<file path="src/rtl/edpo_regs.svh">
// register offsets, field positions, reset values and timing counts
`ifndef EDPO_REGS_SVH
`define EDPO_REGS_SVH

`define ADDR_INDEX_OPT 8'h00
`define ADDR_CONFIG 8'h04
`define ADDR_PPR 8'h08
`define ADDR_LRES 8'h0c
`define ADDR_ENC_RES 8'h10
`define ADDR_PITCH 8'h14
`define ADDR_STATUS 8'h18

`define CFG_LINEAR_BIT 0
`define CFG_RESTART_BIT 1
`define OPT_BOTH_BIT 0
`define STS_ARMED_BIT 16
`define STS_INDEX_BIT 17
`define STS_BUSY_BIT 18

`define INDEX_OPT_RESET 16'h0000
`define PPR_RESET 32'h00000800
`define LRES_RESET 32'h00000014
`define ENC_RES_RESET 32'h00100000
`define PITCH_RESET 32'h00000400

`define CLK_KHZ 40000
`define MAX_OUT_KPPS 1600
`define EDGE_GAP_CYCLES ((`CLK_KHZ + 4 * `MAX_OUT_KPPS - 1) / (4 * `MAX_OUT_KPPS))
`define IDX_WIDTH_EDGES 2'h2
`define IDX_NARROW_EDGES 2'h1
`define PITCH_OFFSET_SHIFT 3

`endif

</file>
<file path="src/rtl/edpo_pkg.sv">
// types shared by the divided pulse output modules
package edpo_pkg;
    typedef enum logic [1:0] {
        IDX_IDLE = 2'b00,
        IDX_DELAY = 2'b01,
        IDX_HOLD = 2'b10
    } idx_state_t;

    typedef struct packed {
        logic signed [35:0] acc;
        logic up;
        logic down;
    } divider_state_t;

    typedef struct packed {
        logic signed [15:0] pend;
        logic [3:0] gap;
        logic [1:0] q;
        logic a;
        logic b;
        logic edge_seen;
    } stepper_state_t;

    typedef struct packed {
        logic ack;
        logic [31:0] rdata;
        logic [15:0] idx_opt;
        logic linear;
        logic [31:0] ppr;
        logic [31:0] lres;
        logic [31:0] enc_res;
        logic [31:0] pitch;
        logic restart;
        logic act_both;
        logic act_linear;
        logic [32:0] act_num;
        logic [31:0] act_den;
        logic [31:0] act_off;
        logic armed;
        idx_state_t istate;
        logic [31:0] delay;
        logic [1:0] width;
        logic [15:0] idx_count;
        logic pa;
        logic pa_n;
        logic pb;
        logic pb_n;
        logic pc;
        logic pc_n;
    } edpo_state_t;
endpackage

</file>
<file path="src/rtl/encoder_divided_pulse_output.sv">
// encoder divided pulse output: quadrature a/b, index c, wishbone registers
//
// Implementation choices: the register addresses and the Wishbone register port.
`timescale 1ns/10ps
`include "edpo_regs.svh"
// Function
// - a and b form a 90 degree quadrature pair
// - rotary: pulses per revolution from setting
// - linear: pulses follow output resolution setting
// - rotary: one index pulse per revolution
// - index pulse as wide as phase a
// - reverse motion keeps same phase form
// - option 0: index only moving forward (linear only; rotary raises the index in both directions)
// - option 1: index in both directions
// - both mode may give narrower index
// - both mode shifts detection one eighth pitch
// - forward-only uses encoder count direction
// - after first forward index, emit both ways
// - reverse crossings suppressed until forward index
// - direction dependent origin marks give two positions
// - output count divides encoder count by setting
// - output rate limited to about 1.6 mpps
module encoder_divided_pulse_output import edpo_pkg::*; (
    input wire logic i_core_clk,
    input wire logic i_resetn,
    input wire logic i_wb_cyc,
    input wire logic i_wb_stb,
    input wire logic i_wb_we,
    input wire logic [7:0] i_wb_adr,
    input wire logic [3:0] i_wb_sel,
    input wire logic [31:0] i_wb_dat,
    output logic [31:0] o_wb_dat,
    output logic o_wb_ack,
    input wire logic i_enc_step,
    input wire logic i_enc_dir,
    input wire logic i_enc_origin,
    output logic o_phase_a_out,
    output logic o_phase_a_out_n,
    output logic o_phase_b_out,
    output logic o_phase_b_out_n,
    output logic o_index_out,
    output logic o_index_out_n
);
    edpo_state_t s;
    edpo_state_t next_s;
    logic div_up;
    logic div_down;
    logic qa;
    logic qb;
    logic q_edge;
    logic q_busy;
    logic bus_req;
    logic origin_ok;

    function automatic logic [31:0] merge_bytes(input logic [31:0] old,
                                                input logic [31:0] dat,
                                                input logic [3:0] sel);
        logic [31:0] r;
        r = old;
        for (int i = 0; i < 4; i++) begin
            if (sel[i]) begin
                r[i*8 +: 8] = dat[i*8 +: 8];
            end
        end
        return r;
    endfunction

    // encoder counts scaled to output edges
    pulse_divider u_divider (
        .i_core_clk(i_core_clk),
        .i_resetn(i_resetn),
        .i_restart(s.restart),
        .i_step(i_enc_step),
        .i_dir(i_enc_dir),
        .i_num(s.act_num),
        .i_den(s.act_den),
        .o_up(div_up),
        .o_down(div_down)
    );

    // edges paced out as quadrature
    quad_edge_gen u_edges (
        .i_core_clk(i_core_clk),
        .i_resetn(i_resetn),
        .i_restart(s.restart),
        .i_up(div_up),
        .i_down(div_down),
        .o_a(qa),
        .o_b(qb),
        .o_edge(q_edge),
        .o_busy(q_busy)
    );

    assign bus_req = i_wb_cyc && i_wb_stb && !s.ack;

    // which origin crossings may raise the index
    always_comb begin
        if (!s.act_linear) begin
            origin_ok = i_enc_origin;
        end else if (!s.act_both) begin
            origin_ok = i_enc_origin && i_enc_dir;
        end else begin
            origin_ok = i_enc_origin && (i_enc_dir || s.armed);
        end
    end

    always_comb begin
        next_s = s;
        next_s.restart = 1'b0;
        next_s.ack = bus_req;
        // register writes land on the acknowledging cycle
        if (bus_req && i_wb_we) begin
            case (i_wb_adr)
                `ADDR_INDEX_OPT: begin
                    next_s.idx_opt = 16'(merge_bytes({16'h0000, s.idx_opt}, i_wb_dat, i_wb_sel));
                end
                `ADDR_CONFIG: begin
                    if (i_wb_sel[0]) begin
                        next_s.linear = i_wb_dat[`CFG_LINEAR_BIT];
                        next_s.restart = i_wb_dat[`CFG_RESTART_BIT];
                    end
                end
                `ADDR_PPR: begin
                    next_s.ppr = merge_bytes(s.ppr, i_wb_dat, i_wb_sel);
                end
                `ADDR_LRES: begin
                    next_s.lres = merge_bytes(s.lres, i_wb_dat, i_wb_sel);
                end
                `ADDR_ENC_RES: begin
                    next_s.enc_res = merge_bytes(s.enc_res, i_wb_dat, i_wb_sel);
                end
                `ADDR_PITCH: begin
                    next_s.pitch = merge_bytes(s.pitch, i_wb_dat, i_wb_sel);
                end
                default: begin
                end
            endcase
        end
        next_s.rdata = 32'h00000000;
        if (bus_req && !i_wb_we) begin
            case (i_wb_adr)
                `ADDR_INDEX_OPT: next_s.rdata = {16'h0000, s.idx_opt};
                `ADDR_CONFIG: next_s.rdata = {31'h00000000, s.linear};
                `ADDR_PPR: next_s.rdata = s.ppr;
                `ADDR_LRES: next_s.rdata = s.lres;
                `ADDR_ENC_RES: next_s.rdata = s.enc_res;
                `ADDR_PITCH: next_s.rdata = s.pitch;
                `ADDR_STATUS: begin
                    next_s.rdata = {16'h0000, s.idx_count};
                    next_s.rdata[`STS_ARMED_BIT] = s.armed;
                    next_s.rdata[`STS_INDEX_BIT] = s.pc;
                    next_s.rdata[`STS_BUSY_BIT] = q_busy;
                end
                default: next_s.rdata = 32'h00000000;
            endcase
        end
        // settings go live only on a restart; the restart also clears all motion state
        if (s.restart) begin
            next_s.act_both = s.idx_opt[`OPT_BOTH_BIT];
            next_s.act_linear = s.linear;
            if (s.linear) begin
                next_s.act_num = {1'b0, s.lres};
                next_s.act_den = s.pitch;
            end else begin
                next_s.act_num = {s.ppr[30:0], 2'b00};
                next_s.act_den = s.enc_res;
            end
            next_s.act_off = s.pitch >> `PITCH_OFFSET_SHIFT;
            next_s.armed = 1'b0;
            next_s.istate = IDX_IDLE;
            next_s.delay = 32'h00000000;
            next_s.width = 2'h0;
        end else begin
            case (s.istate)
                IDX_IDLE: begin
                    // an accepted mark starts the index where it is met, except in linear both mode, which first waits act_off encoder counts
                    if (origin_ok) begin
                        if (s.act_linear && i_enc_dir) begin
                            next_s.armed = 1'b1;
                        end
                        if (s.act_linear && s.act_both) begin
                            next_s.istate = IDX_DELAY;
                            next_s.delay = s.act_off;
                        end else begin
                            next_s.istate = IDX_HOLD;
                            next_s.width = `IDX_WIDTH_EDGES;
                        end
                    end
                end
                IDX_DELAY: begin
                    if (s.delay == 32'h00000000) begin
                        next_s.istate = IDX_HOLD;
                        next_s.width = `IDX_NARROW_EDGES;
                    end else if (i_enc_step) begin
                        next_s.delay = s.delay - 32'h00000001;
                    end
                end
                IDX_HOLD: begin
                    if (q_edge) begin
                        next_s.width = s.width - 2'h1;
                        if (s.width == 2'h1) begin
                            next_s.istate = IDX_IDLE;
                            next_s.idx_count = s.idx_count + 16'h0001;
                        end
                    end
                end
                default: begin
                    next_s.istate = IDX_IDLE;
                end
            endcase
        end
        // output form depends only on count direction, never on the motion sense
        next_s.pa = qa;
        next_s.pb = qb;
        next_s.pa_n = !qa;
        next_s.pb_n = !qb;
        next_s.pc = (next_s.istate == IDX_HOLD);
        next_s.pc_n = (next_s.istate != IDX_HOLD);
    end

    always_ff @(posedge i_core_clk) begin
        if (!i_resetn) begin
            s <= '0;
            s.idx_opt <= `INDEX_OPT_RESET;
            s.ppr <= `PPR_RESET;
            s.lres <= `LRES_RESET;
            s.enc_res <= `ENC_RES_RESET;
            s.pitch <= `PITCH_RESET;
            s.act_num <= {1'b0, `PPR_RESET} << 2;
            s.act_den <= `ENC_RES_RESET;
            s.act_off <= `PITCH_RESET >> `PITCH_OFFSET_SHIFT;
            s.pa_n <= 1'b1;
            s.pb_n <= 1'b1;
            s.pc_n <= 1'b1;
        end else begin
            s <= next_s;
        end
    end

    assign o_wb_ack = s.ack;
    assign o_wb_dat = s.rdata;
    assign o_phase_a_out = s.pa;
    assign o_phase_a_out_n = s.pa_n;
    assign o_phase_b_out = s.pb;
    assign o_phase_b_out_n = s.pb_n;
    assign o_index_out = s.pc;
    assign o_index_out_n = s.pc_n;
endmodule

</file>
<file path="src/rtl/pulse_divider.sv">
// rate divider: turns encoder counts into output edge requests
`timescale 1ns/10ps
module pulse_divider import edpo_pkg::*; (
    input wire logic i_core_clk,
    input wire logic i_resetn,
    input wire logic i_restart,
    input wire logic i_step,
    input wire logic i_dir,
    input wire logic [32:0] i_num,
    input wire logic [31:0] i_den,
    output logic o_up,
    output logic o_down
);
    divider_state_t s;
    divider_state_t next_s;
    logic signed [35:0] den_s;
    logic signed [35:0] num_s;

    assign den_s = signed'({4'h0, i_den});
    assign num_s = signed'({3'h0, i_num});

    always_comb begin
        logic signed [35:0] a;
        a = s.acc;
        next_s = s;
        next_s.up = 1'b0;
        next_s.down = 1'b0;
        // one edge per cycle at most; any surplus drains in later cycles
        if (i_den != 32'h00000000 && a >= den_s) begin
            a = a - den_s;
            next_s.up = 1'b1;
        end else if (i_den != 32'h00000000 && a <= -den_s) begin
            a = a + den_s;
            next_s.down = 1'b1;
        end
        if (i_step) begin
            a = i_dir ? a + num_s : a - num_s;
        end
        next_s.acc = a;
        if (i_restart) begin
            next_s = '0;
        end
    end

    always_ff @(posedge i_core_clk) begin
        if (!i_resetn) begin
            s <= '0;
        end else begin
            s <= next_s;
        end
    end

    assign o_up = s.up;
    assign o_down = s.down;
endmodule

</file>
<file path="src/rtl/quad_edge_gen.sv">
// quadrature edge generator with a minimum spacing between edges
`timescale 1ns/10ps
`include "edpo_regs.svh"
module quad_edge_gen import edpo_pkg::*; (
    input wire logic i_core_clk,
    input wire logic i_resetn,
    input wire logic i_restart,
    input wire logic i_up,
    input wire logic i_down,
    output logic o_a,
    output logic o_b,
    output logic o_edge,
    output logic o_busy
);
    // reload is one below the spacing: the gap counts down 6 cycles and the next edge may come on the 7th
    localparam logic [3:0] GAP_RELOAD = 4'((`EDGE_GAP_CYCLES) - 1);
    stepper_state_t s;
    stepper_state_t next_s;

    always_comb begin
        next_s = s;
        next_s.edge_seen = 1'b0;
        if (i_up) begin
            next_s.pend = s.pend + 16'sh0001;
        end else if (i_down) begin
            next_s.pend = s.pend - 16'sh0001;
        end
        // backlog is paced out so the pulse rate never exceeds the limit
        if (s.gap != 4'h0) begin
            next_s.gap = s.gap - 4'h1;
        end else if (next_s.pend > 16'sh0000) begin
            next_s.q = s.q + 2'h1;
            next_s.pend = next_s.pend - 16'sh0001;
            next_s.gap = GAP_RELOAD;
            next_s.edge_seen = 1'b1;
        end else if (next_s.pend < 16'sh0000) begin
            next_s.q = s.q - 2'h1;
            next_s.pend = next_s.pend + 16'sh0001;
            next_s.gap = GAP_RELOAD;
            next_s.edge_seen = 1'b1;
        end
        // forward order 00, 10, 11, 01: a leads b by a quarter period
        next_s.a = next_s.q[0] ^ next_s.q[1];
        next_s.b = next_s.q[1];
        if (i_restart) begin
            next_s = '0;
        end
    end

    always_ff @(posedge i_core_clk) begin
        if (!i_resetn) begin
            s <= '0;
        end else begin
            s <= next_s;
        end
    end

    assign o_a = s.a;
    assign o_b = s.b;
    assign o_edge = s.edge_seen;
    assign o_busy = (s.pend != 16'sh0000);
endmodule

</file>
<file path="config.mk">
export PLATFORM = sky130hd
export DESIGN_NAME = encoder_divided_pulse_output
export DESIGN_NICKNAME = d
export VERILOG_FILES = /design/src/rtl/edpo_pkg.sv /design/src/rtl/encoder_divided_pulse_output.sv /design/src/rtl/pulse_divider.sv /design/src/rtl/quad_edge_gen.sv
export VERILOG_INCLUDE_DIRS = /design/src /design/src/rtl
export SDC_FILE = /design/constraint.sdc
export NUM_CORES = 1
export LEC_CHECK = 0
export ABC_AREA = 1
export BUFFER_PORTS_ARGS = -buffer_cell sky130_fd_sc_hd__buf_2
export CORE_MARGIN = 1
export CORE_UTILIZATION = 30
export DETAILED_ROUTE_END_ITERATION = 10
export PLACE_DENSITY_LB_ADDON = 0.25
export SLEW_MARGIN = 25
export SYNTH_ARGS = -nofsm -noshare
export SYNTH_HDL_FRONTEND = slang
export SYNTH_HIERARCHICAL = 1
export SYNTH_SLANG_ARGS = --single-unit
</file>
<file path="constraint.sdc">
create_clock -name i_core_clk -period 13.83 [get_ports i_core_clk]
set_input_delay 2.0745 -clock i_core_clk [delete_from_list [all_inputs] [get_ports i_core_clk]]
set_output_delay 2.0745 -clock i_core_clk [all_outputs]
set_load 0.02 [all_outputs]
</file>
==> run_results.csv <==
group,metric,value,unit
logic_synthesis,yosys-top-cells-area,"dfxtp_1, nand2_1, inv_1",
global_routing,antenna_found_initial,6,
worst_setup_path,cp_slowest_cell,"nand3_1",
timing,setup_viol,0,
drt,detail-route-antenna-nets,0,
cts,cts_resized,0,
global_routing,gr-total-overflow,0,
floorplanning,initial_core_util,0.3045,
logic_synthesis,syn_area,28550,um^2
logic_synthesis,syn_nets,4724,
logic_synthesis,ys_ff_latch,396,
timing,fin_skew,26.69,ps
worst_setup_path,rr_startpoint,"s[92]",
floorplanning,io_pins,91,
cts,ctsRootBufferMaster,"clkbuf_16",
drt,via_count,29490,
final_layout,areaGrowthSynthToFinish,9.173,%
logic_synthesis,synth_edf_count,0,
logic_synthesis,synth_top_area_share,0.2777,
cts,clk_latency,590,ps
logic_synthesis,post_synth_num_cell_types,61,
cts,cts.sinks,396,
global_routing,grt_pass1_vias,27660,
hold_path,whs_endpoint,"o_phase_a_out_n",
hold_path,whs_path_depth,1,
timing,final_max_slew_viol_count,0,
power_and_ir_drop,p_total,6.068,mW
worst_setup_path,start_kind,"flip-flop",
place,numPlacedInstances,5694,
timing,min_period,7905,ps
hold_path,min_path_type,"flip-flop to flip-flop",
power_and_ir_drop,power_leakage,14.28,nW
final_layout,drive_gt1_frac,0.06463,
final_layout,stdcell_area,31170,um^2
floorplanning,die_x,310.5,um
final_layout,instances_no_fill,5774,
logic_synthesis,synth_most_common_cell,"nand2_1",
place,pre_cts_slack,6009,ps
logic_synthesis,async_flop_share,0,
power_and_ir_drop,power_density,194.7,nW/um^2
logic_synthesis,synth-main-ff-cell,"dfxtp_1",
floorplanning,die_h,310.5,um
worst_setup_path,cp_num_buf_inv,5,
cts,cts_setup_buffers,0,
timing,hold-worst-slack,395.6,ps
hold_path,min_from,"u_edges/o_a",
cts,cts_tree,"built",
worst_setup_path,critical_path.top_delay_family,"simple AND/OR/NAND/NOR gates",
worst_setup_path,end_kind,"flip-flop",
flow_run,cap_violations,0,
drt,avgViaCountPerCell,5.108,
drt,wl_per_cell,18.96,um
global_routing,grt_usage,0.2241,
place,gp_congestion,0.9862,
worst_setup_path,worstPathRequired,14340,ps
floorplanning,die-area,96390,um^2
global_routing,grt_pass1_wl,166800,um
logic_synthesis,syn_area_per_cell,6.316,um^2
logic_synthesis,syn_inst,4520,
global_routing,grt_max_degree,79,
timing,fin_crit_sh,0.5716,
logic_synthesis,yosysTopAreaCell,"dfxtp_1",
drt,drt_pass1_iterations,6,
cts,clkTransAtPathRegs,60,ps
timing,setup_ws,5925,ps
cts,cts_hold_buf,0,
worst_setup_path,cp_data_arrival_time,8410,ps
worst_setup_path,cpPeakStageDelay,540,ps
final_layout,fin_util,0.3324,
timing,hold_viol,0,
worst_setup_path,crit_path_max_fanout,27,
place,io_buffers,90,
logic_synthesis,ys.warnings.count,6,
timing,worst_pin_slew,997.5,ps
timing,fin_setup_tns,0,ps
worst_setup_path,regToRegEndpoint,"u_divider/s[30]",
power_and_ir_drop,vdd_drop_max,0.1048,mV
place,dp.final_hpwl,85060,um
logic_synthesis,synth-seq-area-share,0.2777,
worst_setup_path,rrSetupSlack,5930,ps
timing,max_freq,126.5,MHz
floorplanning,coreArea,93750,um^2
cts,clk_path_buf_depth,3,
drt,route.detailed.drc,0,
cts,cts_buffers,43,
logic_synthesis,ys_top_cells_by_count,"nand2_1, inv_1, nor2_1",
worst_setup_path,critical_path_class,"flip-flop to flip-flop",
worst_setup_path,reg2regPathDepth,42,
floorplanning,rows,112,
final_layout,nets,4689,
drt,finalWirelength,109500,um
cts,htree_num_levels,2,
place,postPlaceCellArea,29730,um^2
worst_setup_path,path_common_cell,"nand2_1",
outcome,outcome,"finished, final reports clean",
timing,rsz0062_at_grt,"no",
timing,max-slew-margin-rel,0.3325,
drt,drt_iter0_markers,2524,
## power breakdown
group | internal, mW | switching [mW]
sequential | 1.22 | 0.131
clock | 0.670 | 0.516
combinational | 1.06 | 2.46
total | 2.96 | 3.11
## worst max path at each step
stage | start | end | depth (start not counted)
6_report | s[92] | u_divider/s[30] | 42
5_1_grt | s[92] | u_divider/s[30] | 42
4_1_cts | s[92] | u_divider/s[30] | 42
3_5_place_dp | s[92] | u_divider/s[30] | 42
3_3_place_gp | s[92] | u_divider/s[32] | 40
2_1_floorplan | s[92] | u_divider/s[22] | 42
## routing by layer
metal  wire, um  vias up  share of wire  GRT usage
met5          0        -              0          0
met4       3309        0          0.030    0.06977
met3       6346      148          0.058    0.02145
met2      48510      961           0.44     0.3589
met1      51290    13710           0.47     0.3149
li1           -    14670              -          -
## layout by cell type (no fill, tap or decap), types with 24 or more instances in the layout
master     netlist  layout
inv_1          584     584
nand2_1       1118    1118
nand4_1         67      67
o22ai_1         43      43
ha_1           149     149
nor2_2          20      24
o21ai_0        363     363
dfxtp_1        396     395
a211oi_1        29      29
buf_2           38      89
clkbuf_16        0      43
nor3_1          61      61
xor2_1         117     117
nand3_1        247     247
nor2_1         451     445
a21oi_1        401     401
## worst register-to-register path, delay by kind of cell, from the launching register on
family	cells	cell delay, ps
xor gates and xnor gates	1	180
AOI/OAI and AO/OA	4	800
adders and majority gates	4	1250
DFF	1	360
buffers and inverters	5	780
and+or+nand+nor	28	4450
## state kept, by name, indices dropped and copies added (netlist names)
signal / flops
s: 295
u_divider/s: 36
o_wb_dat: 32
u_edges/s: 22
o_index_out: 1
o_index_out_n: 1
o_phase_a_out: 1
o_phase_a_out_n: 1
o_phase_b_out: 1
o_phase_b_out_n: 1
o_wb_ack: 1
u_divider/o_down: 1
u_divider/o_up: 1
u_edges/o_a: 1
u_edges/o_edge: 1
## cell families after synthesis
group                      after synthesis  synth area share
and+or+nand+nor                       2064            0.3089
AOI/OAI and AO/OA                      973            0.1879
buffers and inverters                  796            0.1154
DFF                                    396            0.2777
adders and majority gates              152           0.06741
xor gates and xnor gates               139           0.04265
## final cells by class
type / count / area [um^2]
flip-flops and latches: 396 / 7929
multi-input cells: 3328 / 17350
repair buffers: 112 / 618.1
clock buffers: 61 / 1244
diodes: 2 / 5.005
well taps: 1254 / 1569
clock inverters: 17 / 180.2
inverters: 604 / 2271
fillers: 10470 / 62580
Note: power is estimated with default switching activity, not from simulation.
